## config.mk

```make
export PLATFORM = sky130hd
export DESIGN_NAME = sdfp_port
export DESIGN_NICKNAME = d
export VERILOG_FILES = /design/src/logic/sdfp_pkg.sv /design/src/logic/sdfp_port.sv /design/src/logic/sdfp_fifo.sv
export SDC_FILE = /design/constraint.sdc
export NUM_CORES = 1
export LEC_CHECK = 0
export BUFFER_PORTS_ARGS = -buffer_cell sky130_fd_sc_hd__buf_2
export CAP_MARGIN = 10
export CELL_PAD_IN_SITES_DETAIL_PLACEMENT = 1
export CELL_PAD_IN_SITES_GLOBAL_PLACEMENT = 2
export CORE_ASPECT_RATIO = 0.7
export CORE_UTILIZATION = 42
export DETAILED_ROUTE_END_ITERATION = 8
export PLACE_DENSITY = 0.75
export REMOVE_ABC_BUFFERS = 1
export SYNTH_ARGS = -nofsm -noshare
export SYNTH_HDL_FRONTEND = slang
export SYNTH_SLANG_ARGS = --single-unit
```

## constraint.sdc

```tcl
create_clock -name clock_in -period 3.2 [get_ports clock_in]
set_clock_uncertainty 0.15 [all_clocks]
set_input_delay 0.16 -clock clock_in [delete_from_list [all_inputs] [get_ports clock_in]]
set_output_delay 0.16 -clock clock_in [all_outputs]
set_load 0.02 [all_outputs]
```

## src/logic/sdfp_pkg.sv

```systemverilog
// Purpose: Shared constants for the SDIO card function port.
// Assumes: 100 MHz core clock; bus clock sampled as an ordinary input.
// Notes: Command frame layout follows the public SDIO CMD52/CMD53 format.
package sdfp_pkg;
  // ----------------------------------------------------------------
  // Bus timing
  // ----------------------------------------------------------------
  localparam int CORE_MHZ = 100;
  localparam int DS_MAX_MHZ = 25;
  localparam int HS_MAX_MHZ = 50;
  localparam int SDR104_MAX_MHZ = 208;
  localparam int DDR50_MAX_MHZ = 50;
  // ----------------------------------------------------------------
  // Command frame
  // ----------------------------------------------------------------
  localparam int CMD_BITS = 48;
  localparam logic [5:0] CMD_IO_DIRECT = 6'h34;
  localparam logic [5:0] CMD_IO_EXTENDED = 6'h35;
  localparam int ARG_RW_BIT = 31;
  localparam int ARG_FN_MSB = 30;
  localparam int ARG_FN_LSB = 28;
  localparam int ARG_BLK_BIT = 27;
  localparam int ARG_ADDR_MSB = 25;
  localparam int ARG_ADDR_LSB = 9;
  localparam int ARG_CNT_MSB = 8;
  localparam int ARG_CNT_LSB = 0;
  // ----------------------------------------------------------------
  // Per-function block limits
  // ----------------------------------------------------------------
  localparam logic [9:0] FN0_MAX_BYTES = 10'h020;
  localparam logic [9:0] FN1_MAX_BYTES = 10'h040;
  localparam logic [9:0] FN2_MAX_BYTES = 10'h200;
  localparam logic [2:0] FN_COUNT = 3'h3;
  // ----------------------------------------------------------------
  // Straps and data path
  // ----------------------------------------------------------------
  localparam logic [1:0] STRAP_SDIO = 2'h1;
  localparam int FIFO_WIDTH = 8;
  localparam int FIFO_DEPTH = 32;
  localparam int GATE_COUNT = 3;

  typedef enum logic [1:0] {
    SDFP_WIDTH1,
    SDFP_WIDTH4
  } sdfp_width_e;
endpackage

```

## src/logic/sdfp_port.sv

```systemverilog
// Purpose: Card-side SDIO function port: command decode, write data path.
// Assumes: Bus clock is sampled by clock_in; bus clock well below core.
// Notes: Only CMD52/CMD53 decode; responses are left to the core logic.
//
// Summary of operation
// - Default speed to 25 MHz, one or four data lines.
// - High-speed mode with host clock up to 50 MHz.
// - SDR12 and SDR25 clock grades; SDR50 and SDR104 are beyond the 100 MHz sampler.
// - DDR mode: data on both clock edges, clock up to 50 MHz.
// - Works with version 2.0 hosts; newer modes stay optional.
// - Function 0 transfers carry at most 32 bytes.
// - Function 1 reaches on-chip address space, at most 64 bytes.
// - Function 2 moves WLAN packets to DMA, at most 512 bytes.
// - Second data line: data bit 1 plus interrupt; interrupt in either width.
// - Third data line: data bit 2 plus read wait; fourth unused 1-bit.
// - Interrupt may be routed to a GPIO pin instead.
// - Internal logic may force the gated clock enables.
// - Port active only when straps sampled at reset select it.
`timescale 1ns/1ns
module sdfp_port (
  input wire logic clock_in,
  input wire logic reset_n_in,
  input wire logic [1:0] strap_in,
  input wire logic sd_clk_in,
  input wire logic sd_cmd_in,
  input wire logic [3:0] sd_dat_in,
  output logic [3:0] sd_dat_out,
  output logic [3:0] sd_dat_oe_out,
  input wire logic wide_bus_in,
  input wire logic ddr_mode_in,
  input wire logic irq_req_in,
  input wire logic irq_to_gpio_in,
  output logic gpio_irq_out,
  input wire logic read_wait_in,
  input wire logic [2:0] clk_force_in,
  input wire logic [2:0] clk_force_val_in,
  output logic [2:0] clk_gate_out,
  output logic port_active_out,
  output logic cmd_valid_out,
  output logic cmd_write_out,
  output logic cmd_block_out,
  output logic cmd_extended_out,
  output logic [2:0] cmd_func_out,
  output logic [16:0] cmd_addr_out,
  output logic [8:0] cmd_count_out,
  output logic cmd_reject_out,
  output logic dma_valid_out,
  input wire logic dma_ready_in,
  output logic [7:0] dma_data_out,
  output logic data_stall_out
);
  // ----------------------------------------------------------------
  // State
  // ----------------------------------------------------------------
  typedef struct packed {
    // Strap capture, taken once per reset
    logic strap_taken;
    logic active;
    // Three-stage samplers for every bus pin
    logic [2:0] clk_s;
    logic [2:0] cmd_s;
    logic [3:0][2:0] dat_s;
    // Command frame assembly
    logic [47:0] shreg;
    logic [5:0] bitcnt;
    logic in_frame;
    // Decoded command: valid pulses, fields held until the next one
    logic cmd_valid;
    logic cmd_write;
    logic cmd_block;
    logic cmd_ext;
    logic [2:0] cmd_func;
    logic [16:0] cmd_addr;
    logic [8:0] cmd_count;
    logic cmd_reject;
    // Write data assembly towards the buffer
    logic wr_phase;
    logic [9:0] wr_left;
    logic [7:0] byte_sh;
    logic [3:0] nib_cnt;
    logic byte_valid;
    logic [7:0] byte_data;
    // Line drive, interrupt pin and clock gates
    logic [3:0] dat_o;
    logic [3:0] dat_oe;
    logic gpio_irq;
    logic [2:0] gate;
  } sdfp_port_s;
  sdfp_port_s st;
  sdfp_port_s next_st;

  logic fifo_ready;
  logic clk_rise;
  logic clk_fall;
  logic cmd_lvl;
  logic [3:0] dat_lvl;
  logic sample_edge;
  logic [9:0] fn_limit;
  logic [9:0] req_bytes;
  logic [2:0] fn;

  // ----------------------------------------------------------------
  // Pin sampling: an edge counts when stages two and three differ
  // ----------------------------------------------------------------
  // Edges are taken between stages two and three, never from stage one
  assign clk_rise = st.clk_s[1] && !st.clk_s[2];
  assign clk_fall = !st.clk_s[1] && st.clk_s[2];
  assign cmd_lvl = st.cmd_s[2];
  generate
    for (genvar i = 0; i < 4; i++) begin : g_dat
      assign dat_lvl[i] = st.dat_s[i][2];
    end
  endgenerate
  // DDR takes data on both edges, SDR modes on the rising edge only
  assign sample_edge = clk_rise || (ddr_mode_in && clk_fall);

  // ----------------------------------------------------------------
  // Per-function limit lookup
  // ----------------------------------------------------------------
  // Argument fields sit eight bits up, above the check byte
  localparam int ARG_FN_MSB_POS = sdfp_pkg::ARG_FN_MSB + 8;
  localparam int ARG_FN_LSB_POS = sdfp_pkg::ARG_FN_LSB + 8;
  assign fn = st.shreg[ARG_FN_MSB_POS:ARG_FN_LSB_POS];
  // Limit of the addressed function; absent functions get zero
  always_comb begin
    fn_limit = '0;
    unique case (fn)
      3'h0: fn_limit = sdfp_pkg::FN0_MAX_BYTES;
      3'h1: fn_limit = sdfp_pkg::FN1_MAX_BYTES;
      3'h2: fn_limit = sdfp_pkg::FN2_MAX_BYTES;
      default: fn_limit = '0;
    endcase
  end
  // Byte count of zero means the full 512 bytes
  assign req_bytes = (st.shreg[16:8] == 9'h000) ? 10'h200 :
                     {1'b0, st.shreg[16:8]};

  // ----------------------------------------------------------------
  // Next-state logic
  // ----------------------------------------------------------------
  always_comb begin
    next_st = st;
    next_st.clk_s = {st.clk_s[1:0], sd_clk_in};
    next_st.cmd_s = {st.cmd_s[1:0], sd_cmd_in};
    for (int i = 0; i < 4; i++) begin
      next_st.dat_s[i] = {st.dat_s[i][1:0], sd_dat_in[i]};
    end
    // Pulses last one cycle unless set again below
    next_st.cmd_valid = 1'b0;
    next_st.byte_valid = 1'b0;

    // --------------------------------------------------------------
    // Strap capture
    // --------------------------------------------------------------
    // Straps caught once, on the first edge after reset release
    // Later strap changes are ignored until the next reset
    if (!st.strap_taken) begin
      next_st.strap_taken = 1'b1;
      next_st.active = (strap_in == sdfp_pkg::STRAP_SDIO);
    end

    // --------------------------------------------------------------
    // Command frame assembly
    // --------------------------------------------------------------
    // Command line: start bit opens a 48-bit frame
    // No check byte test: a corrupt frame decodes as whatever it holds
    if (st.active && clk_rise) begin
      if (!st.in_frame) begin
        if (!cmd_lvl) begin
          next_st.in_frame = 1'b1;
          next_st.bitcnt = 6'h01;
          next_st.shreg = {47'h0, cmd_lvl};
        end
      end else begin
        next_st.shreg = {st.shreg[46:0], cmd_lvl};
        next_st.bitcnt = st.bitcnt + 6'h01;
        if (st.bitcnt == 6'(sdfp_pkg::CMD_BITS - 1)) begin
          next_st.in_frame = 1'b0;
        end
      end
    end

    // --------------------------------------------------------------
    // Command decode
    // --------------------------------------------------------------
    // Frame complete: decode on the cycle after the last bit
    // Fields are kept on a refusal so the core can see what was asked
    if (st.active && !st.in_frame && st.bitcnt == 6'(sdfp_pkg::CMD_BITS)) begin
      next_st.bitcnt = '0;
      if (st.shreg[45:40] == sdfp_pkg::CMD_IO_DIRECT ||
          st.shreg[45:40] == sdfp_pkg::CMD_IO_EXTENDED) begin
        next_st.cmd_valid = 1'b1;
        next_st.cmd_ext = st.shreg[45:40] == sdfp_pkg::CMD_IO_EXTENDED;
        next_st.cmd_write = st.shreg[sdfp_pkg::ARG_RW_BIT + 8];
        next_st.cmd_func = fn;
        next_st.cmd_block = next_st.cmd_ext &&
                            st.shreg[sdfp_pkg::ARG_BLK_BIT + 8];
        next_st.cmd_addr = st.shreg[33:17];
        next_st.cmd_count = st.shreg[16:8];
        // Unknown function or oversize transfer is refused
        next_st.cmd_reject = fn >= sdfp_pkg::FN_COUNT ||
                             (next_st.cmd_ext && req_bytes > fn_limit);
        if (next_st.cmd_ext && next_st.cmd_write && !next_st.cmd_reject) begin
          next_st.wr_phase = 1'b1;
          next_st.wr_left = req_bytes;
          next_st.nib_cnt = '0;
        end
      end
    end

    // --------------------------------------------------------------
    // Write data path
    // --------------------------------------------------------------
    // Write data: nibbles in 4-bit mode, bits in 1-bit mode
    // A full buffer skips bus edges; the host must pause on stall
    if (st.wr_phase && sample_edge && fifo_ready) begin
      if (wide_bus_in) begin
        next_st.byte_sh = {st.byte_sh[3:0], dat_lvl};
        next_st.nib_cnt = st.nib_cnt + 4'h4;
      end else begin
        next_st.byte_sh = {st.byte_sh[6:0], dat_lvl[0]};
        next_st.nib_cnt = st.nib_cnt + 4'h1;
      end
      if (next_st.nib_cnt == 4'h8) begin
        next_st.nib_cnt = '0;
        next_st.byte_valid = 1'b1;
        next_st.byte_data = next_st.byte_sh;
        next_st.wr_left = st.wr_left - 10'h001;
        if (st.wr_left == 10'h001) begin
          next_st.wr_phase = 1'b0;
        end
      end
    end

    // --------------------------------------------------------------
    // Line drive and interrupt routing
    // --------------------------------------------------------------
    // Interrupt on line 1 outside data, or on a GPIO when routed
    // Lines are only ever pulled low; the pull-ups give the high level
    next_st.gpio_irq = st.active && irq_to_gpio_in && irq_req_in;
    next_st.dat_o = 4'h0;
    next_st.dat_oe = 4'h0;
    if (st.active && irq_req_in && !irq_to_gpio_in && !st.wr_phase) begin
      next_st.dat_oe[1] = 1'b1;
    end
    // Read wait holds line 2 low; host sees it in either width
    if (st.active && read_wait_in && !st.wr_phase) begin
      next_st.dat_oe[2] = 1'b1;
    end

    // --------------------------------------------------------------
    // Clock gates
    // --------------------------------------------------------------
    // Gated clocks follow activity unless forced from inside
    // Forcing a gate off mid-transfer is the core's own risk
    for (int g = 0; g < sdfp_pkg::GATE_COUNT; g++) begin
      next_st.gate[g] = clk_force_in[g] ? clk_force_val_in[g] :
                        (st.active && (st.in_frame || st.wr_phase));
    end
  end

  // State register; reset clears straps so they are caught again
  always_ff @(posedge clock_in or negedge reset_n_in) begin
    if (!reset_n_in) begin
      st <= '0;
    end else begin
      st <= next_st;
    end
  end

  // ----------------------------------------------------------------
  // Data buffer towards the function DMA
  // ----------------------------------------------------------------
  sdfp_fifo #(
    .WIDTH(sdfp_pkg::FIFO_WIDTH),
    .DEPTH(sdfp_pkg::FIFO_DEPTH)
  ) u_fifo (
    .clock_in(clock_in),
    .reset_n_in(reset_n_in),
    .wr_valid_in(st.byte_valid),
    .wr_ready_out(fifo_ready),
    .wr_data_in(st.byte_data),
    .rd_valid_out(dma_valid_out),
    .rd_ready_in(dma_ready_in),
    .rd_data_out(dma_data_out)
  );

  // Outputs straight from state
  assign sd_dat_out = st.dat_o;
  assign sd_dat_oe_out = st.dat_oe;
  assign gpio_irq_out = st.gpio_irq;
  assign clk_gate_out = st.gate;
  assign port_active_out = st.active;
  assign cmd_valid_out = st.cmd_valid;
  assign cmd_write_out = st.cmd_write;
  assign cmd_block_out = st.cmd_block;
  assign cmd_extended_out = st.cmd_ext;
  assign cmd_func_out = st.cmd_func;
  assign cmd_addr_out = st.cmd_addr;
  assign cmd_count_out = st.cmd_count;
  assign cmd_reject_out = st.cmd_reject;
  // Stall shows the host-side data path is held by a full buffer
  assign data_stall_out = st.wr_phase && !fifo_ready;
endmodule

```

## src/logic/sdfp_fifo.sv

```systemverilog
// Purpose: Byte FIFO between the card data line and the function DMA.
// Assumes: Single clock; write and read may occur in one cycle.
// Notes: Full and empty are exact, derived from an occupancy count.
`timescale 1ns/1ns
module sdfp_fifo #(
  parameter int WIDTH = 8,
  parameter int DEPTH = 32
) (
  input wire logic clock_in,
  input wire logic reset_n_in,
  input wire logic wr_valid_in,
  output logic wr_ready_out,
  input wire logic [WIDTH-1:0] wr_data_in,
  output logic rd_valid_out,
  input wire logic rd_ready_in,
  output logic [WIDTH-1:0] rd_data_out
);
  localparam int AW = $clog2(DEPTH);
  typedef struct packed {
    logic [AW-1:0] wptr;
    logic [AW-1:0] rptr;
    logic [AW:0] count;
  } sdfp_fifo_s;
  sdfp_fifo_s st;
  sdfp_fifo_s next_st;
  logic [WIDTH-1:0] mem [DEPTH];
  logic push;
  logic pop;

  assign wr_ready_out = (st.count != (AW+1)'(DEPTH));
  assign rd_valid_out = (st.count != '0);
  assign push = wr_valid_in && wr_ready_out;
  assign pop = rd_valid_out && rd_ready_in;
  assign rd_data_out = mem[st.rptr];

  // Storage has no reset; contents are qualified by the count
  always_ff @(posedge clock_in) begin
    if (push) begin
      mem[st.wptr] <= wr_data_in;
    end
  end

  // Pointer and occupancy update
  always_comb begin
    next_st = st;
    if (push) begin
      next_st.wptr = st.wptr + 1'b1;
    end
    if (pop) begin
      next_st.rptr = st.rptr + 1'b1;
    end
    if (push && !pop) begin
      next_st.count = st.count + 1'b1;
    end else if (pop && !push) begin
      next_st.count = st.count - 1'b1;
    end
  end

  always_ff @(posedge clock_in or negedge reset_n_in) begin
    if (!reset_n_in) begin
      st <= '0;
    end else begin
      st <= next_st;
    end
  end
endmodule

```

==> metrics.txt <==
status complete, no violations; Comb power frac 0.269; total global routing overflow 0; worst-margin pin slew approximately 1300 ps; Seq/Total Area, Yosys 0.698; Placer Congestion about 0.75; Tmin final roughly 3200 ps; Die Ht roughly 170 um; Syn Area/Cell between 15 and 20 sq um; multi-input combinational cell area 4610 sq um; Mapped Cells slightly below 1000; WL met2 about 17 mm; via density per instance 5.48; Switching Share 0.299; PD cells ~840 nW/um^2; FF-to-FF setup slack around 120 ps; worst reg2reg path endpoint u_fifo.st[5]$_DFFE_PN0P_; Power Internal 11.6 mW; maximum vdd drop between 0.4 and 0.5 mV; FP Rows 60; CTS clk-pin slew, worst paths approximately 70 ps; Detail Placement HPWL 23.6 mm; post-route worst setup slack between 20 and 25 ps; # port buffers between 70 and 80; clk_lat worst skew approximately 540 ps; top_reg_cell synth edfxtp_1; htree depth 2; Final Slew Violations 0; first-pass GRT wire length about 59 mm; Flop pwr share 0.438; drt initial violations ~780; number of global-route vias before repair 9410; Routed Antenna Nets 0; unrepaired setup endpoints after global routing yes; total power between 15 and 20 mW; slew margin rel. 0.149; antenna violations before repair 1; wire length on met3 ~2.4 mm; maximum fanout along the worst path 8; final hold vios 0; Fmax about 0.31 GHz; largest net degree at the start of global routing 78; Layout Cells excl Fill between 1500 and 2000; TritonRoute pass-1 iters 5; #FFs+latches synth 416; final net count between 1000 and 1500; most common cell after layout, fill and taps aside edfxtp_1; commonest cells after routing, fill and taps aside edfxtp_1, dfrtp_1, mux4_2; Routed WL ~39 mm; crit path to dma_data_out[2]; Sink Count 416; most area-consuming cells after synthesis edfxtp_1, dfrtp_1, mux4_2; via count ~9100; share of power burned in the clock network 0.293; Die X-Extent approximately 240 um; Final Core Density 0.505; synth unique cells approximately 60; Inst Count DP 1536; drt wl/cell 23.4 um; Switch Pwr 4.94 mW; Setup crit start kind flip-flop; pre-CTS WS -74.3 ps; top-area cell type share of the netlist area 0.459; CTS Buf Count between 40 and 50; critical path class flip-flop to output port; fill count about 3700; final worst-path cycle share 0.993; YS warnings 0; WL met1 18.9 mm; Root Driver clkbuf_16; CP startpoint u_fifo.st[6]$_DFFE_PN0P_; asr flop ratio synth 0.385; Max Cap Viol 0; Die ar. around 40000 sq um; crit end category output port; final setup fails 0; share of cells above drive strength 1 0.290; Top Layer Used met4; Leakage 7.49 nW; initial core utilization 0.431; CTS tree done; FF-to-FF path depth 13; ANT cells 0; DRC 0; Synth area leader edfxtp_1; Post-synth EDFFs around 260; Critical Path RT roughly 2900 ps; I/O pin cnt 79; register area 11700 sq um; FF-to-FF Start u_fifo.st[1]$_DFFE_PN0P_; hold crit path type input port to asynchronous set/reset pin; Mapped Area 16800 sq um; Setup Total Neg Slack 0 ps; GRT Util Overall 0.194; Worst Path Arrival about 2900 ps; Clock Path Buffers 3; Area growth, synth to finish 17.1%; CORE AREA a little under 40000 sq um
what timing repair did:
item / CTS / global route
cloned: 3 / 4
endpoints found under the setup margin: 10 / 16
endpoints found under the hold margin: 91 / 0
setup buffers: 4 / 5
pin swaps: 1 / 3
hold buffers: 24 / 0
resized for setup: 14 / 22
cell type report:
class,count,share of cell area
Clock buffer,60,0.0629
Clock inverter,18,0.00625
Inverter,18,0.00357
Multi-Input combinational cell,476,0.235
Sequential cell,416,0.596
Tap cell,527,0.0336
Timing Repair Buffer,139,0.0625
sequential cells by signal, summed over array words and instances, names as in the netlist:
register and count:
cmd_count_out 9, cmd_valid_out 1, clk_gate_out 3, dat_lvl 4
fn 3, cmd_block_out 1, cmd_addr_out 17, gpio_irq_out 1
u_fifo.st 16, u_fifo.mem 256, next_st 12, st 83
cmd_write_out 1, cmd_extended_out 1, cmd_reject_out 1, sd_dat_oe_out 2
cmd_func_out 3, cmd_lvl 1, port_active_out 1
cells in the mapped netlist, types with 3 or more instances:
master / number
nor2_1: 70
a311oi_1: 4
ha_1: 18
and2_1: 4
mux2i_1: 7
xnor2_1: 11
nand2b_1: 6
inv_1: 17
nand2_1: 39
and3_1: 5
buf_2: 12
a21o_1: 3
buf_4: 40
xor2_1: 4
nand3_1: 10
a21oi_1: 27
edfxtp_1: 256
mux4_2: 80
a22o_1: 44
o21ai_0: 29
buf_1: 6
mux2_2: 43
a221o_1: 3
clkbuf_1: 28
nor3_1: 5
dfrtp_1: 160
o21ai_1: 3
nor4_1: 5
nand4_1: 5
or3_1: 4
nor2b_1: 6
power by group through the flow:
| stage | Clock, mW | Sequential, mW | Combinational (mW) |
|---|---|---|---|
| detailed placement | 0 | 7.39 | 3.65 |
| floorplan | 0 | 7.37 | 2.18 |
| finish | 4.84 | 7.25 | 4.45 |
| global route | 5.12 | 7.32 | 4.76 |
| global placement | 0 | 7.33 | 3.59 |
| CTS | 4.94 | 7.29 | 4.01 |
metal layers:
| layer | global-route usage | up-vias |
|---|---|---|
| li1 | - | 3976 |
| met1 | 0.303 | 4810 |
| met2 | 0.280 | 228 |
| met3 | 0.0403 | 47 |
| met4 | 0.0399 | 0 |
| met5 | 0 | - |
how the worst min path moves through the flow:
stage | end | depth (start not counted)
2_1_floorplan | clk_gate_out[0]$_DFF_PN0_ | 0
3_3_place_gp | cmd_addr_out[8]$_DFFE_PN0P_ | 1
3_5_place_dp | cmd_addr_out[8]$_DFFE_PN0P_ | 1
4_1_cts | next_st[134]$_DFF_PN0_ | 2
5_1_grt | next_st[134]$_DFF_PN0_ | 2
6_report | cmd_addr_out[8]$_DFFE_PN0P_ | 2
stage by stage:
step           instance area, sq um  hold slack [ps]
3_5_place_dp                  17600              105
3_3_place_gp                  17600             94.1
2_1_floorplan                 16300             -286
4_1_cts                       19400             84.8
6_report                      19600             54.5
5_1_grt                       19600             83.6
cell families (layout without fill, tap and decap cells):
kind of cell,after synthesis,in the layout,synth area share
fa+ha+maj,19,19,0.0146
mux,130,130,0.141
compound gates,125,125,0.0520
simple gates,180,180,0.0535
flops,416,416,0.698
buf+inv,104,235,0.0332
xor+xnor,15,15,0.00784
other cells,2,7,0.000448
critical path, stage by stage, from the launching register on:
cell	delay (ps)
dfrtp_4	510
buf_4	180
buf_12	160
mux4_2	540
mux4_2	480
mux2_2	280
buf_2	160
Note: power is estimated with default switching activity, not from simulation.
